### config.mk
export PLATFORM = sky130hd
export DESIGN_NAME = mmsc_channel
export DESIGN_NICKNAME = d
export VERILOG_FILES = /design/src/mmsc_pkg.sv /design/src/mmsc_baud.sv /design/src/mmsc_channel.sv
export SDC_FILE = /design/constraint.sdc
export NUM_CORES = 1
export LEC_CHECK = 0
export BUFFER_PORTS_ARGS = -buffer_cell sky130_fd_sc_hd__buf_4
export CAP_MARGIN = 20
export CORE_MARGIN = 3
export CORE_UTILIZATION = 45
export CTS_CLUSTER_SIZE = 14
export DETAILED_ROUTE_END_ITERATION = 12
export GPL_ROUTABILITY_DRIVEN = 0
export PLACE_DENSITY = 0.74
export SLEW_MARGIN = 15
export SYNTH_ARGS = -nofsm -noshare
export SYNTH_HDL_FRONTEND = slang
export SYNTH_SLANG_ARGS = --single-unit
### constraint.sdc
create_clock -name clk -period 5.3 [get_ports clk]
set_input_delay 1.06 -clock clk [delete_from_list [all_inputs] [get_ports clk]]
set_output_delay 1.06 -clock clk [all_outputs]
set_load 0.005 [all_outputs]
### src/mmsc_pkg.sv
// Constants, register map and mode encodings for the multi-mode serial channel.
// Assumes a single 125 MHz clock and a plain strobe register port.
// Behaviour
// - Divider loaded with 00h wraps to FFh, 256 extra clocks, then undivided.
// - Polarity 0: drive on falling, sample rising, idle high; 1 swaps.
// - Synchronous mode, internal clock: transmit logic makes the clock for both directions.
// - Synchronous receive shifts dummy data out when tx pin is output.
// - Buffer still full at seventh bit of next character sets overrun.
// - Overrun character raises no receive interrupt request.
// - Mode 000 off, 001 sync, 100/101/110 async 7/8/9 bits.
package mmsc_pkg;
   localparam logic [3:0] ADDR_MODE = 4'h0;
   localparam logic [3:0] ADDR_CTRL_A = 4'h1;
   localparam logic [3:0] ADDR_CTRL_B = 4'h2;
   localparam logic [3:0] ADDR_BAUD = 4'h3;
   localparam logic [3:0] ADDR_TXBUF = 4'h4;
   localparam logic [3:0] ADDR_RXBUF = 4'h5;
   localparam logic [3:0] ADDR_SPECIAL4 = 4'h6;
   localparam logic [3:0] ADDR_INT_STAT = 4'h7;
   localparam logic [3:0] ADDR_INT_MASK = 4'h8;
   localparam logic [2:0] MODE_OFF = 3'h0;
   localparam logic [2:0] MODE_SYNC = 3'h1;
   localparam logic [2:0] MODE_ASYNC7 = 3'h4;
   localparam logic [2:0] MODE_ASYNC8 = 3'h5;
   localparam logic [2:0] MODE_ASYNC9 = 3'h6;
   // channel_control_a fields
   localparam int CA_CLKSEL_LO = 0;
   localparam int CA_CLKSEL_HI = 1;
   localparam int CA_POL = 2;
   localparam int CA_EXTCLK = 3;
   localparam int CA_TXPIN_OUT = 4;
   // channel_control_b fields
   localparam int CB_TE = 0;
   localparam int CB_TXEMPTY = 1;
   localparam int CB_RE = 2;
   localparam int CB_RXFULL = 3;
   // special_mode_control_4 fields
   localparam int S4_START = 0;
   localparam int S4_RESTART = 1;
   localparam int S4_STOP = 2;
   localparam int S4_CONDSEL = 3;
   // Interrupt status bits
   localparam int IRQ_TX = 0;
   localparam int IRQ_RX = 1;
   localparam int IRQ_OVR = 2;
   localparam int IRQ_W = 3;
   localparam int RX_OVR_BIT = 7;
   localparam int RX_OVR_POS = 15;
   localparam logic [7:0] BAUD_RESET = 8'h00;
   localparam logic [7:0] CTRL_A_RESET = 8'h00;
   localparam logic [7:0] CTRL_B_RESET = 8'h02;
   localparam logic [3:0] CHAR_BITS_SYNC = 4'h8;
   localparam logic [3:0] CHAR_BITS_7 = 4'h7;
   localparam logic [3:0] CHAR_BITS_8 = 4'h8;
   localparam logic [3:0] CHAR_BITS_9 = 4'h9;
   localparam logic [3:0] OVR_BIT_CNT = 4'h7;
   localparam logic [1:0] PRE_DIV_1 = 2'h0;
   localparam logic [1:0] PRE_DIV_8 = 2'h1;
   localparam logic [1:0] PRE_DIV_32 = 2'h2;
   localparam logic [4:0] PRE_LIM_8 = 5'h07;
   localparam logic [4:0] PRE_LIM_32 = 5'h1F;
   localparam logic [3:0] OVS_LAST = 4'hF;
   localparam logic [3:0] OVS_MID = 4'h7;
   typedef enum logic [1:0] {TX_IDLE, TX_START, TX_DATA, TX_STOP} mmsc_tx_e;
   typedef enum logic [1:0] {RX_IDLE, RX_START, RX_DATA, RX_STOP} mmsc_rx_e;
endpackage : mmsc_pkg

### src/mmsc_baud.sv
// Baud divider counter for the serial channel.
// Assumes count_en is a one-cycle count source tick on clk.
`timescale 1ns/100ps
module mmsc_baud (
   input wire logic clk,
   input wire logic rst,
   input wire logic load,
   input wire logic [7:0] div_value,
   input wire logic count_en,
   output logic tick
);
   logic [7:0] cnt_r;
   logic fresh_r;
   always_ff @(posedge clk or posedge rst) begin
      if (rst) begin
         fresh_r <= 1'b0;
      end else if (load) begin
         fresh_r <= 1'b1;
      end else if (count_en) begin
         fresh_r <= 1'b0;
      end
   end
   // A load only stores; reload occurs on underflow, so 00h wraps to FFh
   always_ff @(posedge clk or posedge rst) begin
      if (rst) begin
         cnt_r <= 8'h00;
      end else if (load) begin
         cnt_r <= div_value;
      end else if (count_en) begin
         if (cnt_r == 8'h00 && !fresh_r) begin
            cnt_r <= div_value;
         end else begin
            cnt_r <= cnt_r - 8'h01;
         end
      end
   end
   always_ff @(posedge clk or posedge rst) begin
      if (rst) begin
         tick <= 1'b0;
      end else begin
         tick <= count_en && !load && !fresh_r && (cnt_r == 8'h00);
      end
   end
endmodule : mmsc_baud

### src/mmsc_channel.sv
// Top of the multi-mode serial channel: registers, transmit, receive, irq.
// Assumes one 125 MHz clock; pins are asynchronous and resynchronised here.
//
// The implementer's own choices: the placing of the registers and the address-and-strobe port.
`timescale 1ns/100ps
module mmsc_channel
   import mmsc_pkg::*;
(
   input wire logic clk,
   input wire logic rst,
   input wire logic [3:0] addr,
   input wire logic [15:0] wdata,
   input wire logic wr,
   input wire logic rd,
   output logic [15:0] rdata,
   input wire logic rx_data_pin,
   input wire logic sclk_in,
   output logic tx_data_pin,
   output logic tx_data_oe,
   output logic sclk_out,
   output logic sclk_oe,
   output logic cond_start,
   output logic cond_restart,
   output logic cond_stop,
   output logic irq
);
   import mmsc_pkg::*;

   logic [2:0] serial_mode_reg;
   logic [7:0] channel_control_a;
   logic te_r, re_r, tx_buffer_empty, rx_buffer_full;
   logic [7:0] baud_divider;
   logic [8:0] tx_buffer;
   logic [8:0] rx_buffer;
   logic overrun_flag;
   logic [3:0] special_mode_control_4;
   logic [IRQ_W-1:0] int_stat_r, int_mask_r;
   logic [2:0] rx_sync_r, ck_sync_r;
   logic [4:0] pre_r;
   logic pre_tick, baud_tick, baud_load;
   mmsc_tx_e tx_st_r;
   mmsc_rx_e rx_st_r;
   logic [8:0] tx_sh_r, rx_sh_r, rx_sh_nxt;
   logic [3:0] tx_cnt_r, rx_cnt_r, rx_ovs_r, tx_ovs_r;
   logic rx_lvl_r, ck_lvl_r, ck_prev_r;
   logic int_clk_r;
   logic [3:0] char_bits;
   logic is_sync, is_async, ext_clk, pol;
   logic clk_rise, clk_fall, drive_edge, sample_edge;
   logic ev_tx, ev_rx, ev_ovr;
   logic mode_wr_off, tx_load_go;

   wire logic wr_mode = wr && (addr == ADDR_MODE);
   wire logic wr_b = wr && (addr == ADDR_CTRL_B);
   wire logic wr_tb = wr && (addr == ADDR_TXBUF);
   wire logic rd_rb = rd && (addr == ADDR_RXBUF);

   assign is_sync = (serial_mode_reg == MODE_SYNC);
   assign is_async = (serial_mode_reg == MODE_ASYNC7) ||
                     (serial_mode_reg == MODE_ASYNC8) ||
                     (serial_mode_reg == MODE_ASYNC9);
   assign ext_clk = channel_control_a[CA_EXTCLK] && is_sync;
   assign pol = channel_control_a[CA_POL];
   assign mode_wr_off = wr_mode && (wdata[2:0] == MODE_OFF);

   always_comb begin
      char_bits = CHAR_BITS_SYNC;
      if (serial_mode_reg == MODE_ASYNC7) begin
         char_bits = CHAR_BITS_7;
      end else if (serial_mode_reg == MODE_ASYNC9) begin
         char_bits = CHAR_BITS_9;
      end else if (serial_mode_reg == MODE_ASYNC8) begin
         char_bits = CHAR_BITS_8;
      end
   end

   // Pin synchronisers: three stages, change accepted when stages 2 and 3 agree
   always_ff @(posedge clk or posedge rst) begin
      if (rst) begin
         rx_sync_r <= 3'h7;
         ck_sync_r <= 3'h0;
         rx_lvl_r <= 1'b1;
         ck_lvl_r <= 1'b0;
         ck_prev_r <= 1'b0;
      end else begin
         rx_sync_r <= {rx_sync_r[1:0], rx_data_pin};
         ck_sync_r <= {ck_sync_r[1:0], sclk_in};
         if (rx_sync_r[1] == rx_sync_r[2]) begin
            rx_lvl_r <= rx_sync_r[2];
         end
         if (ck_sync_r[1] == ck_sync_r[2]) begin
            ck_lvl_r <= ck_sync_r[2];
         end
         ck_prev_r <= ck_lvl_r;
      end
   end

   // Count source prescaler selected by clock source select bits
   always_ff @(posedge clk or posedge rst) begin
      if (rst) begin
         pre_r <= 5'h00;
      end else begin
         pre_r <= pre_r + 5'h01;
      end
   end
   always_comb begin
      pre_tick = 1'b1;
      if (channel_control_a[CA_CLKSEL_HI:CA_CLKSEL_LO] == PRE_DIV_8) begin
         pre_tick = (pre_r[2:0] == PRE_LIM_8[2:0]);
      end else if (channel_control_a[CA_CLKSEL_HI:CA_CLKSEL_LO] ==
                   PRE_DIV_32) begin
         pre_tick = (pre_r == PRE_LIM_32);
      end
   end
   assign baud_load = wr && (addr == ADDR_BAUD);

   mmsc_baud u_baud (
      .clk(clk),
      .rst(rst),
      .load(baud_load),
      .div_value(baud_load ? wdata[7:0] : baud_divider),
      .count_en(pre_tick),
      .tick(baud_tick)
   );

   // Register writes
   always_ff @(posedge clk or posedge rst) begin
      if (rst) begin
         serial_mode_reg <= MODE_OFF;
         channel_control_a <= CTRL_A_RESET;
         baud_divider <= BAUD_RESET;
         special_mode_control_4 <= 4'h0;
         int_mask_r <= '0;
         te_r <= 1'b0;
         re_r <= 1'b0;
      end else begin
         if (wr_mode) begin
            serial_mode_reg <= wdata[2:0];
         end
         if (wr && addr == ADDR_CTRL_A) begin
            channel_control_a <= wdata[7:0];
         end
         if (baud_load) begin
            baud_divider <= wdata[7:0];
         end
         if (wr && addr == ADDR_SPECIAL4) begin
            special_mode_control_4 <= wdata[3:0];
         end
         if (wr && addr == ADDR_INT_MASK) begin
            int_mask_r <= wdata[IRQ_W-1:0];
         end
         if (wr_b) begin
            te_r <= wdata[CB_TE];
            re_r <= wdata[CB_RE];
         end
      end
   end

   // Condition requests pass to the bus side only when select bit is set
   always_ff @(posedge clk or posedge rst) begin
      if (rst) begin
         cond_start <= 1'b0;
         cond_restart <= 1'b0;
         cond_stop <= 1'b0;
      end else begin
         cond_start <= special_mode_control_4[S4_CONDSEL] &&
                       special_mode_control_4[S4_START];
         cond_restart <= special_mode_control_4[S4_CONDSEL] &&
                         special_mode_control_4[S4_RESTART];
         cond_stop <= special_mode_control_4[S4_CONDSEL] &&
                      special_mode_control_4[S4_STOP];
      end
   end

   // Internal serial clock from transmit control, also used to receive
   always_ff @(posedge clk or posedge rst) begin
      if (rst) begin
         int_clk_r <= 1'b1;
      end else if (!is_sync || !te_r || tx_st_r == TX_IDLE) begin
         int_clk_r <= !pol;
      end else if (baud_tick) begin
         int_clk_r <= !int_clk_r;
      end
   end
   assign clk_rise = ext_clk ? (ck_lvl_r && !ck_prev_r) :
                     (baud_tick && !int_clk_r && tx_st_r != TX_IDLE);
   assign clk_fall = ext_clk ? (!ck_lvl_r && ck_prev_r) :
                     (baud_tick && int_clk_r && tx_st_r != TX_IDLE);
   assign drive_edge = pol ? clk_rise : clk_fall;
   assign sample_edge = pol ? clk_fall : clk_rise;

   // Transmit sequencer; in sync mode it also runs for pure reception
   assign tx_load_go = te_r && !tx_buffer_empty;
   always_ff @(posedge clk or posedge rst) begin
      if (rst) begin
         tx_st_r <= TX_IDLE;
         tx_sh_r <= 9'h1FF;
         tx_cnt_r <= 4'h0;
         tx_ovs_r <= 4'h0;
      end else if (mode_wr_off || !te_r) begin
         tx_st_r <= TX_IDLE;
         tx_sh_r <= 9'h1FF;
         tx_cnt_r <= 4'h0;
         tx_ovs_r <= 4'h0;
      end else begin
         case (tx_st_r)
            TX_IDLE: begin
               if (tx_load_go && (is_sync || is_async)) begin
                  tx_sh_r <= tx_buffer;
                  tx_cnt_r <= 4'h0;
                  tx_ovs_r <= 4'h0;
                  tx_st_r <= is_sync ? TX_DATA : TX_START;
               end
            end
            TX_START: begin
               if (baud_tick) begin
                  tx_ovs_r <= tx_ovs_r + 4'h1;
                  if (tx_ovs_r == OVS_LAST) begin
                     tx_st_r <= TX_DATA;
                  end
               end
            end
            TX_DATA: begin
               if (is_sync) begin
                  if (drive_edge && tx_cnt_r != 4'h0) begin
                     tx_sh_r <= {1'b1, tx_sh_r[8:1]};
                  end
                  if (sample_edge) begin
                     tx_cnt_r <= tx_cnt_r + 4'h1;
                     if (tx_cnt_r == char_bits - 4'h1) begin
                        tx_st_r <= TX_IDLE;
                     end
                  end
               end else if (baud_tick) begin
                  tx_ovs_r <= tx_ovs_r + 4'h1;
                  if (tx_ovs_r == OVS_LAST) begin
                     tx_sh_r <= {1'b1, tx_sh_r[8:1]};
                     tx_cnt_r <= tx_cnt_r + 4'h1;
                     if (tx_cnt_r == char_bits - 4'h1) begin
                        tx_st_r <= TX_STOP;
                     end
                  end
               end
            end
            TX_STOP: begin
               if (baud_tick) begin
                  tx_ovs_r <= tx_ovs_r + 4'h1;
                  if (tx_ovs_r == OVS_LAST) begin
                     tx_st_r <= TX_IDLE;
                  end
               end
            end
            default: tx_st_r <= TX_IDLE;
         endcase
      end
   end

   // Buffer empty flag: set when loaded into shifter, cleared by buffer write
   always_ff @(posedge clk or posedge rst) begin
      if (rst) begin
         tx_buffer <= 9'h000;
         tx_buffer_empty <= 1'b1;
      end else if (wr_tb) begin
         tx_buffer <= wdata[8:0];
         tx_buffer_empty <= 1'b0;
      end else if (tx_st_r == TX_IDLE && tx_load_go && !mode_wr_off &&
                   (is_sync || is_async)) begin
         tx_buffer_empty <= 1'b1;
      end
   end
   assign ev_tx = tx_st_r == TX_IDLE && tx_load_go && !mode_wr_off &&
                  (is_sync || is_async) && te_r;

   // Pin drive; start bit low, then LSB first; sync receive sends the transmit buffer contents as dummy data
   always_ff @(posedge clk or posedge rst) begin
      if (rst) begin
         tx_data_pin <= 1'b1;
         tx_data_oe <= 1'b0;
         sclk_out <= 1'b1;
         sclk_oe <= 1'b0;
      end else begin
         tx_data_pin <= (tx_st_r == TX_START) ? 1'b0 :
                        (tx_st_r == TX_DATA) ? tx_sh_r[0] : 1'b1;
         tx_data_oe <= channel_control_a[CA_TXPIN_OUT] &&
                       (is_sync || is_async);
         sclk_out <= int_clk_r;
         sclk_oe <= is_sync && !channel_control_a[CA_EXTCLK];
      end
   end

   always_comb begin
      rx_sh_nxt = {2'b00, rx_lvl_r, rx_sh_r[6:1]};
      if (char_bits == CHAR_BITS_9) begin
         rx_sh_nxt = {rx_lvl_r, rx_sh_r[8:1]};
      end else if (char_bits == CHAR_BITS_8) begin
         rx_sh_nxt = {1'b0, rx_lvl_r, rx_sh_r[7:1]};
      end
   end

   // Receive sequencer
   always_ff @(posedge clk or posedge rst) begin
      if (rst) begin
         rx_st_r <= RX_IDLE;
         rx_sh_r <= 9'h000;
         rx_cnt_r <= 4'h0;
         rx_ovs_r <= 4'h0;
      end else if (mode_wr_off || !re_r) begin
         rx_st_r <= RX_IDLE;
         rx_cnt_r <= 4'h0;
         rx_ovs_r <= 4'h0;
      end else begin
         case (rx_st_r)
            RX_IDLE: begin
               rx_cnt_r <= 4'h0;
               rx_ovs_r <= 4'h0;
               if (is_sync) begin
                  rx_st_r <= RX_DATA;
               end else if (is_async && !rx_lvl_r) begin
                  rx_st_r <= RX_START;
               end
            end
            RX_START: begin
               if (baud_tick) begin
                  rx_ovs_r <= rx_ovs_r + 4'h1;
                  if (rx_ovs_r == OVS_MID) begin
                     rx_ovs_r <= 4'h0;
                     rx_st_r <= rx_lvl_r ? RX_IDLE : RX_DATA;
                  end
               end
            end
            RX_DATA: begin
               if (is_sync ? sample_edge :
                   (baud_tick && rx_ovs_r == OVS_LAST)) begin
                  rx_sh_r <= rx_sh_nxt;
                  rx_cnt_r <= rx_cnt_r + 4'h1;
                  if (rx_cnt_r == char_bits - 4'h1) begin
                     rx_st_r <= is_sync ? RX_IDLE : RX_STOP;
                  end
               end
               if (!is_sync && baud_tick) begin
                  rx_ovs_r <= rx_ovs_r + 4'h1;
               end
            end
            RX_STOP: begin
               if (baud_tick) begin
                  rx_ovs_r <= rx_ovs_r + 4'h1;
                  if (rx_ovs_r == OVS_LAST) begin
                     rx_st_r <= RX_IDLE;
                  end
               end
            end
            default: rx_st_r <= RX_IDLE;
         endcase
      end
   end

   logic rx_bit_take, rx_done, ovr_hit, ovr_pend_r;
   assign rx_bit_take = rx_st_r == RX_DATA && re_r && !mode_wr_off &&
                        (is_sync ? sample_edge :
                         (baud_tick && rx_ovs_r == OVS_LAST));
   assign rx_done = rx_bit_take && (rx_cnt_r == char_bits - 4'h1);
   assign ovr_hit = rx_bit_take && (rx_cnt_r == OVR_BIT_CNT - 4'h1) &&
                    rx_buffer_full;

   // Receive buffer, full flag and overrun; set wins over clear by read
   always_ff @(posedge clk or posedge rst) begin
      if (rst) begin
         rx_buffer <= 9'h000;
         rx_buffer_full <= 1'b0;
         overrun_flag <= 1'b0;
         ovr_pend_r <= 1'b0;
      end else begin
         if (ovr_hit) begin
            overrun_flag <= 1'b1;
            ovr_pend_r <= 1'b1;
         end else if (mode_wr_off) begin
            overrun_flag <= 1'b0;
            ovr_pend_r <= 1'b0;
         end
         if (rx_done) begin
            rx_buffer <= rx_sh_nxt;
            rx_buffer_full <= 1'b1;
            ovr_pend_r <= 1'b0;
         end else if (rd_rb) begin
            rx_buffer_full <= 1'b0;
         end
      end
   end
   assign ev_rx = rx_done && !ovr_pend_r && !ovr_hit;
   assign ev_ovr = ovr_hit;

   // Sticky interrupt status, write one to clear, set wins
   always_ff @(posedge clk or posedge rst) begin
      if (rst) begin
         int_stat_r <= '0;
      end else begin
         int_stat_r <= (int_stat_r &
                        ~((wr && addr == ADDR_INT_STAT) ?
                          wdata[IRQ_W-1:0] : '0)) |
                       {ev_ovr, ev_rx, ev_tx};
      end
   end
   always_ff @(posedge clk or posedge rst) begin
      if (rst) begin
         irq <= 1'b0;
      end else begin
         irq <= |(int_stat_r & int_mask_r);
      end
   end

   // Read port, data one cycle after strobe; unmapped reads zero
   always_ff @(posedge clk or posedge rst) begin
      if (rst) begin
         rdata <= 16'h0000;
      end else if (rd) begin
         if (addr == ADDR_MODE) begin
            rdata <= {13'h0000, serial_mode_reg};
         end else if (addr == ADDR_CTRL_A) begin
            rdata <= {8'h00, channel_control_a};
         end else if (addr == ADDR_CTRL_B) begin
            rdata <= {12'h000, rx_buffer_full, re_r, tx_buffer_empty, te_r};
         end else if (addr == ADDR_BAUD) begin
            rdata <= {8'h00, baud_divider};
         end else if (addr == ADDR_TXBUF) begin
            rdata <= {7'h00, tx_buffer};
         end else if (addr == ADDR_RXBUF) begin
            rdata <= {overrun_flag, 6'h00, rx_buffer};
         end else if (addr == ADDR_SPECIAL4) begin
            rdata <= {12'h000, special_mode_control_4};
         end else if (addr == ADDR_INT_STAT) begin
            rdata <= {13'h0000, int_stat_r};
         end else if (addr == ADDR_INT_MASK) begin
            rdata <= {13'h0000, int_mask_r};
         end else begin
            rdata <= 16'h0000;
         end
      end else begin
         rdata <= 16'h0000;
      end
   end
endmodule : mmsc_channel

==> impl_metrics.env, run 1 <==
export IMPL_synth_edf_count=0
export IMPL_largest_reg_flops=10
export IMPL_whs_ns=0.3547
export IMPL_grt_max_degree=53
export IMPL_reg2reg_to="rx_sh_r[5]$_DFFE_PP0P_"
export IMPL_async_flop_share_pct=100.0
export IMPL_path_cells="buf_4 -> nor4_2 -> nand2_1 -> nand2_1 -> nor3b_2 -> mux2_4"
export IMPL_ir_worst_vdd_mv=0.2611
export IMPL_root_buffer="clkbuf_16"
export IMPL_cts_tree="yes"
export IMPL_p_leak_uw=0.003457
export IMPL_avgRoutedWirePerCell_um=17.50
export IMPL_numPortBuffers=36
export IMPL_r2r_start="serial_mode_reg[1]$_DFFE_PP0P_"
export IMPL_rows=44
export IMPL_slew_violations=0
export IMPL_cts_sinks=133
export IMPL_stdcell_area_um2=7742
export IMPL_placed_area_um2=7143
export IMPL_drt_wl_total_um=15510
export IMPL_grt_usage_pct=19.59
export IMPL_syn_area_um2=6813
export IMPL_hp_start="ck_sync_r[0]$_DFF_PP0_"
export IMPL_min_delay_path_depth=0
export IMPL_clkTransAtPathRegs_ns=0.06
export IMPL_setup_tns_ns=0
export IMPL_route_detailed_drc=0
export IMPL_syn2layout_area_growth_pct=13.65
export IMPL_vias=5192
export IMPL_final_period_utilization_pct=55.40
export IMPL_ys_types=80
export IMPL_comb_power_share_pct=21.4
export IMPL_arrival_ns=3.24
export IMPL_drive_above_1_share_pct=21.23
export IMPL_clockBufferDepth=2
export IMPL_post_cts_buffers=0
export IMPL_holdPathEnd="ck_sync_r[1]$_DFF_PP0_"
export IMPL_switchingPower_uw=1037
export IMPL_ios=50
export IMPL_hold_buffers=0
export IMPL_fmax_mhz=340.6
export IMPL_final_fill_count=1254
export IMPL_min_period_ns=2.936
export IMPL_path_depth=6
export IMPL_overflow=0
export IMPL_p_per_area_nw_per_um2=422.1
export IMPL_dr_first_iter_drc_count=672
export IMPL_synthCells=666
export IMPL_coreArea_um2=14700
export IMPL_cp_num_buf_inv=1
export IMPL_finalClockSkew_ns=0.01019
export IMPL_cpMostUsedCell="nand2_1"
export IMPL_ys_seq_area_share_pct=49.16
export IMPL_numCtsBuffers=17
export IMPL_holdCritPathClass="register to register"
export IMPL_die_y_um=129.0
export IMPL_required_ns=5.60
export IMPL_grt_pass1_wl_um=25470
export IMPL_path_max_fanout=35
export IMPL_reg2reg_depth=5
export IMPL_clk_latency_ns=0.42
export IMPL_p_sw_share_pct=31.72
export IMPL_intPower_uw=2231
export IMPL_crit_type="input port to register"
export IMPL_max_slew_margin_rel_pct=36.35
export IMPL_start_util_pct=46.35
export IMPL_seq_area_um2=3349
export IMPL_drv_cap=0
export IMPL_vias_per_cell=5.860
export IMPL_chipWidth_um=129.0
export IMPL_firstDrtPassIters=5
export IMPL_worstMarginPinSlew_ns=0.9506
export IMPL_clockPowerShare_pct=36.0
export IMPL_multiInputGateArea_um2=3201
export IMPL_end_kind="register"
export IMPL_synth_seq_cells=133
export IMPL_synth_warnings=0
export IMPL_finalSetupViolCount=0
export IMPL_largest_register="rdata"
export IMPL_antennaDiodeCount=0
export IMPL_cts_max_level=4
export IMPL_postCtsResizedCells=0
export IMPL_finalHoldViolCount=0
export IMPL_cp_start_kind="input port"
export IMPL_cpMaxStageDelayCell="nor3b_2"
export IMPL_reg2reg_slack_ns=2.50
export IMPL_status="completed"
export IMPL_nets=725
export IMPL_seqPwrFrac_pct=42.6
export IMPL_synth_flop_cell="dfrtp_1"
export IMPL_dieArea_um2=16650
export IMPL_fin_util_pct=52.67
export IMPL_avgSynthCellArea_um2=10.23
export IMPL_antenna_found_initial=0
export IMPL_rsz0062_at_grt="false"
export IMPL_critPathTopFamily="simple AND/OR/NAND/NOR gates"
export IMPL_max_stage_delay_ns=0.87
export IMPL_grt_pass1_vias=5117
export IMPL_ant_nets=0
export IMPL_hpwl_um=11030
[worst max-delay path by stage]
stage	startpoint	endpoint	slack, ns
6_report	addr[0]	rx_sh_r[5]$_DFFE_PP0P_	2.36
3_3_place_gp	addr[0]	rx_sh_r[6]$_DFFE_PP0P_	1.98
3_5_place_dp	addr[0]	rx_sh_r[5]$_DFFE_PP0P_	1.94
5_1_grt	addr[0]	ovr_pend_r$_DFFE_PP0P_	2.12
4_1_cts	addr[0]	rx_sh_r[5]$_DFFE_PP0P_	2.38
2_1_floorplan	rst	baud_divider[0]$_DFF_PP0_	0.71
[cell families (layout without fill, tap and decap cells)]
family / Yosys count / in the layout / share of synthesized area [%]
flops: 133 / 133 / 49.16
mux: 72 / 72 / 12.19
buf+inv: 58 / 89 / 4.132
fa+ha+maj: 12 / 12 / 2.130
compound gates: 133 / 133 / 12.87
xor+xnor: 10 / 10 / 1.286
simple gates: 247 / 247 / 18.16
other cells: 1 / 6 / 0.05504
[worst reg2reg max path, cell delays in order (launching register included)]
cell      delay [ns]
dfrtp_1         0.53
nor3b_4         0.37
nand2_1         0.13
o221ai_2        0.42
nor3b_2         0.86
mux2_4          0.36
[Yosys cell counts, types with 7 or more instances]
cell type,count,area [µm²]
nand2_1,96,360.4
and2_1,7,43.79
clkbuf_1,20,75.07
a21oi_1,42,210.2
a31oi_1,11,68.82
dfstp_2,17,446.7
ha_1,10,125.1
nor3_1,13,65.06
buf_4,9,67.56
dfrtp_1,116,2903
mux2_1,18,202.7
mux2i_1,14,140.1
mux2_2,32,360.4
o21ai_0,25,125.1
nor2b_1,7,43.79
nor2_1,52,195.2
inv_1,18,67.56
mux2_4,7,105.1
nand3_1,19,95.09
[power groups by stage]
stage	clock [µW]	sequential (µW)	combinational [µW]
6_report	1180	1390	700
5_1_grt	1240	1410	781
4_1_cts	1200	1380	698
3_5_place_dp	0	1400	693
3_3_place_gp	0	1390	662
2_1_floorplan	0	1320	575
[placed cells by master, fill, tap and decap left out, types with 5 or more instances in the layout]
| cell type | instances |
|---|---|
| ha_1 | 10 |
| dfrtp_1 | 116 |
| clkbuf_16 | 17 |
| dfstp_2 | 17 |
| inv_1 | 17 |
| nand2_1 | 96 |
| mux2_2 | 32 |
| a31oi_1 | 11 |
| buf_4 | 39 |
| nand2b_1 | 6 |
| and3_1 | 5 |
| a21oi_1 | 42 |
| conb_1 | 6 |
| nor2b_1 | 7 |
| mux2_1 | 18 |
| nand3b_1 | 5 |
| xor2_1 | 5 |
| a32oi_1 | 5 |
| and2_1 | 7 |
| o22a_1 | 5 |
| a21o_1 | 5 |
| a22oi_1 | 5 |
| o21ai_0 | 25 |
| nor3_1 | 13 |
| mux2i_1 | 14 |
| nand4_1 | 5 |
| mux2_4 | 7 |
| xnor2_1 | 5 |
| nand3_1 | 19 |
| nor2_1 | 52 |
| o21ai_1 | 6 |
[metrics by stage]
stage	setup WS, ns	instances	total power [µW]
after floorplan	0.7137	671	1890
after global placement	1.978	854	2050
after detailed placement	1.942	854	2092
after CTS	2.375	886	3279
after global routing	2.125	886	3438
final	2.364	886	3268
[metal layers]
| metal | vias up | part of all wire (%) | GRT usage [%] |
|---|---|---|---|
| li1 | 2397 | - | - |
| met1 | 2578 | 44 | 26.03 |
| met2 | 187 | 48 | 30.91 |
| met3 | 30 | 5.2 | 5.029 |
| met4 | 0 | 2.2 | 7.721 |
| met5 | - | 0 | 0 |
[cell type report]
type | instances | area share, %
sequential | 133 | 43.26
multi-input combinational | 480 | 41.34
clock buffer | 19 | 5.850
timing repair buffer | 39 | 3.782
tap | 184 | 2.973
clock inverter | 13 | 1.891
inverter | 18 | 0.9050
(Power assumes the default switching activity.)
==> run 2: changes to the inputs <==
--- a/config.mk
+++ b/config.mk
@@ -5,6 +5,7 @@
 export SDC_FILE = /design/constraint.sdc
 export NUM_CORES = 1
 export LEC_CHECK = 0
+export ABC_AREA = 1
 export BUFFER_PORTS_ARGS = -buffer_cell sky130_fd_sc_hd__buf_4
 export CAP_MARGIN = 20
 export CORE_MARGIN = 3
@@ -12,7 +13,7 @@
 export CTS_CLUSTER_SIZE = 14
 export DETAILED_ROUTE_END_ITERATION = 12
 export GPL_ROUTABILITY_DRIVEN = 0
-export PLACE_DENSITY = 0.74
+export PLACE_DENSITY = 0.75
 export SLEW_MARGIN = 15
 export SYNTH_ARGS = -nofsm -noshare
 export SYNTH_HDL_FRONTEND = slang
==> constraint.sdc (replaced) <==
create_clock -name clk -period 2.83 [get_ports clk]
set_input_delay 0.566 -clock clk [delete_from_list [all_inputs] [get_ports clk]]
set_output_delay 0.566 -clock clk [all_outputs]
set_load 0.005 [all_outputs]
==> run 2 against run 1 <==
  * Combinational power increased by 100%
  * Clock-buffer cell count rose by 7
  * Sequential power rose by 84%
==> impl_metrics.env, run 2 <==
export IMPL_grt_pass1_wl_um=25600
export IMPL_ys_types=48
export IMPL_nets=882
export IMPL_drive_above_1_share_pct=17.35
export IMPL_cp_start_kind="register"
export IMPL_setup_tns_ns=0
export IMPL_final_period_utilization_pct=74.66
export IMPL_p_leak_uw=0.003745
export IMPL_path_max_fanout=8
export IMPL_p_per_area_nw_per_um2=794.0
export IMPL_finalClockSkew_ns=0.008573
export IMPL_dr_first_iter_drc_count=417
export IMPL_clockBufferDepth=2
export IMPL_cts_max_level=4
export IMPL_chipWidth_um=127.9
export IMPL_crit_type="register to register"
export IMPL_coreArea_um2=14200
export IMPL_ys_top_cells_by_count="nand2_1, dfrtp_1, inv_1, nor2_1, o21ai_0"
export IMPL_finalSetupViolCount=0
export IMPL_numCtsBuffers=17
export IMPL_hold_buffers=0
export IMPL_worstMarginPinSlew_ns=0.7072
export IMPL_firstDrtPassIters=7
export IMPL_postCtsResizedCells=0
export IMPL_numPortBuffers=36
export IMPL_route_detailed_drc=0
export IMPL_drv_cap=0
export IMPL_overflow=0
export IMPL_synthSimpleGateAreaFrac_pct=27.96
export IMPL_antennaDiodeCount=0
export IMPL_async_flop_share_pct=100.0
export IMPL_post_cts_buffers=0
export IMPL_synthCells=797
export IMPL_status="completed"
export IMPL_synthMuxAreaShare_pct=0.7856
export IMPL_reg2reg_depth=12
export IMPL_die_y_um=127.9
export IMPL_synth_largest_area_cell="dfrtp_1"
export IMPL_ios=50
export IMPL_clkTransAtPathRegs_ns=0.05
export IMPL_synth_edf_count=0
export IMPL_min_period_ns=2.113
export IMPL_syn_area_um2=6689
export IMPL_synth_area_leaders="dfrtp_1, nand2_1, dfstp_2"
export IMPL_synth_most_common_cell="nand2_1"
export IMPL_avgSynthCellArea_um2=8.393
export IMPL_grt_usage_pct=19.77
export IMPL_grt_max_degree=47
export IMPL_end_kind="register"
export IMPL_synthAdderAreaFrac_pct=2.170
export IMPL_arrival_ns=2.45
export IMPL_avgRoutedWirePerCell_um=14.48
export IMPL_root_buffer="clkbuf_16"
export IMPL_hpwl_um=10850
export IMPL_layout_common_cells="nand2_1, dfrtp_1, inv_1"
export IMPL_stdcell_area_um2=7724
export IMPL_synth_warnings=0
export IMPL_synth_flop_cell="dfrtp_1"
export IMPL_vias=5453
export IMPL_synth_top_area_share_pct=43.40
export IMPL_ant_nets=0
export IMPL_synth_compound_area_share_pct=10.68
export IMPL_rsz0062_at_grt="false"
export IMPL_rows=43
export IMPL_largest_register="rdata"
export IMPL_ir_worst_vdd_mv=0.4656
export IMPL_holdCritPathClass="input port to async pin"
export IMPL_ys_seq_area_share_pct=50.07
export IMPL_largest_reg_flops=10
export IMPL_dieArea_um2=16360
export IMPL_cts_tree="yes"
export IMPL_synth_seq_cells=133
export IMPL_fmax_mhz=473.3
export IMPL_final_common_cell="nand2_1"
export IMPL_clk_latency_ns=0.43
export IMPL_syn2layout_area_growth_pct=15.47
export IMPL_synth_top_family_by_area="simple AND/OR/NAND/NOR gates"
export IMPL_grt_pass1_vias=5249
export IMPL_antenna_found_initial=0
export IMPL_cts_sinks=133
export IMPL_slew_violations=0
export IMPL_required_ns=3.16
export IMPL_finalHoldViolCount=0
export IMPL_max_slew_margin_rel_pct=52.49
export IMPL_placed_area_um2=7154
export IMPL_vias_per_cell=5.248
export IMPL_synth_xor_area_share_pct=1.178
export IMPL_start_util_pct=47.09
export IMPL_drt_wl_total_um=15050
## run 2: path summary, 6_finish.rpt
kind | startpoint | to | slack, ns
worst max-delay path | pre_r[0]$_DFF_PP0_ | u_baud.cnt_r[6]$_DFFE_PP0P_ | 0.72
worst min-delay path | rst | int_mask_r[2]$_DFFE_PP0P_ | 0.23
worst max register to register | pre_r[0]$_DFF_PP0_ | u_baud.cnt_r[6]$_DFFE_PP0P_ | 0.72
worst min register to register | ck_sync_r[0]$_DFF_PP0_ | ck_sync_r[1]$_DFF_PP0_ | 0.36
max in group asynchronous | rst | tx_sh_r[4]$_DFFE_PP1P_ | 1.97
min in group clk | rx_data_pin | rx_sync_r[0]$_DFF_PP1_ | 0.25
## run 2: layout make-up
class / instances / area (µm²)
repair buffers: 43 / 360.3
multi-input cells: 563 / 2884
fillers: 1304 / 6480
flip-flops and latches: 133 / 3349
well taps: 180 / 225.2
clock buffers: 26 / 489.2
clock inverters: 6 / 80.08
inverters: 88 / 335.3
## run 2: where the power goes
part           internal, µW  switching (µW)
Sequential             2290             273
Combinational           531             903
Clock                  1360             778
## run 2: worst max-delay path, cell delays in order (launching register included)
cell      delay (ns)
dfrtp_1         0.37
ha_1            0.17
nand2_1         0.05
nor2_1          0.11
ha_1            0.16
o21ai_0         0.07
nand2_1         0.14
inv_1           0.09
nor2_1          0.40
inv_1           0.14
nor3_1          0.15
o21ai_1         0.08
o211ai_1        0.09
## run 2: routing by layer
| layer | GRT usage [%] | vias up | wire length [µm] | part of all wire, % |
|---|---|---|---|---|
| met4 | 6.492 | 0 | 186 | 1.2 |
| li1 | - | 2688 | - | - |
| met2 | 29.70 | 142 | 6885 | 46 |
| met3 | 4.958 | 18 | 806 | 5.4 |
| met1 | 28.14 | 2605 | 7170 | 48 |
| met5 | 0 | - | 0 | 0 |
## run 2: cell families after synthesis
kind of cell	count (synthesis)
simple gates	409
xor+xnor	9
compound gates	123
fa+ha+maj	12
other cells	1
flops	133
mux	4
buf+inv	106
## run 2: through the flow
step / power (µW) / instances / worst slack, ns / util [%] / hold slack [ns]
4_1_cts: 6174 / 1039 / 0.7448 / 54.38 / 0.2336
5_1_grt: 6519 / 1039 / 0.5215 / 54.38 / 0.2356
2_1_floorplan: 3617 / 802 / 0.6267 / - / 0.3312
3_5_place_dp: 4013 / 1007 / 0.6659 / 50.37 / 0.3363
3_3_place_gp: 3978 / 1007 / 0.6792 / 50.37 / 0.3455
6_report: 6133 / 1039 / 0.7170 / 54.38 / 0.2300
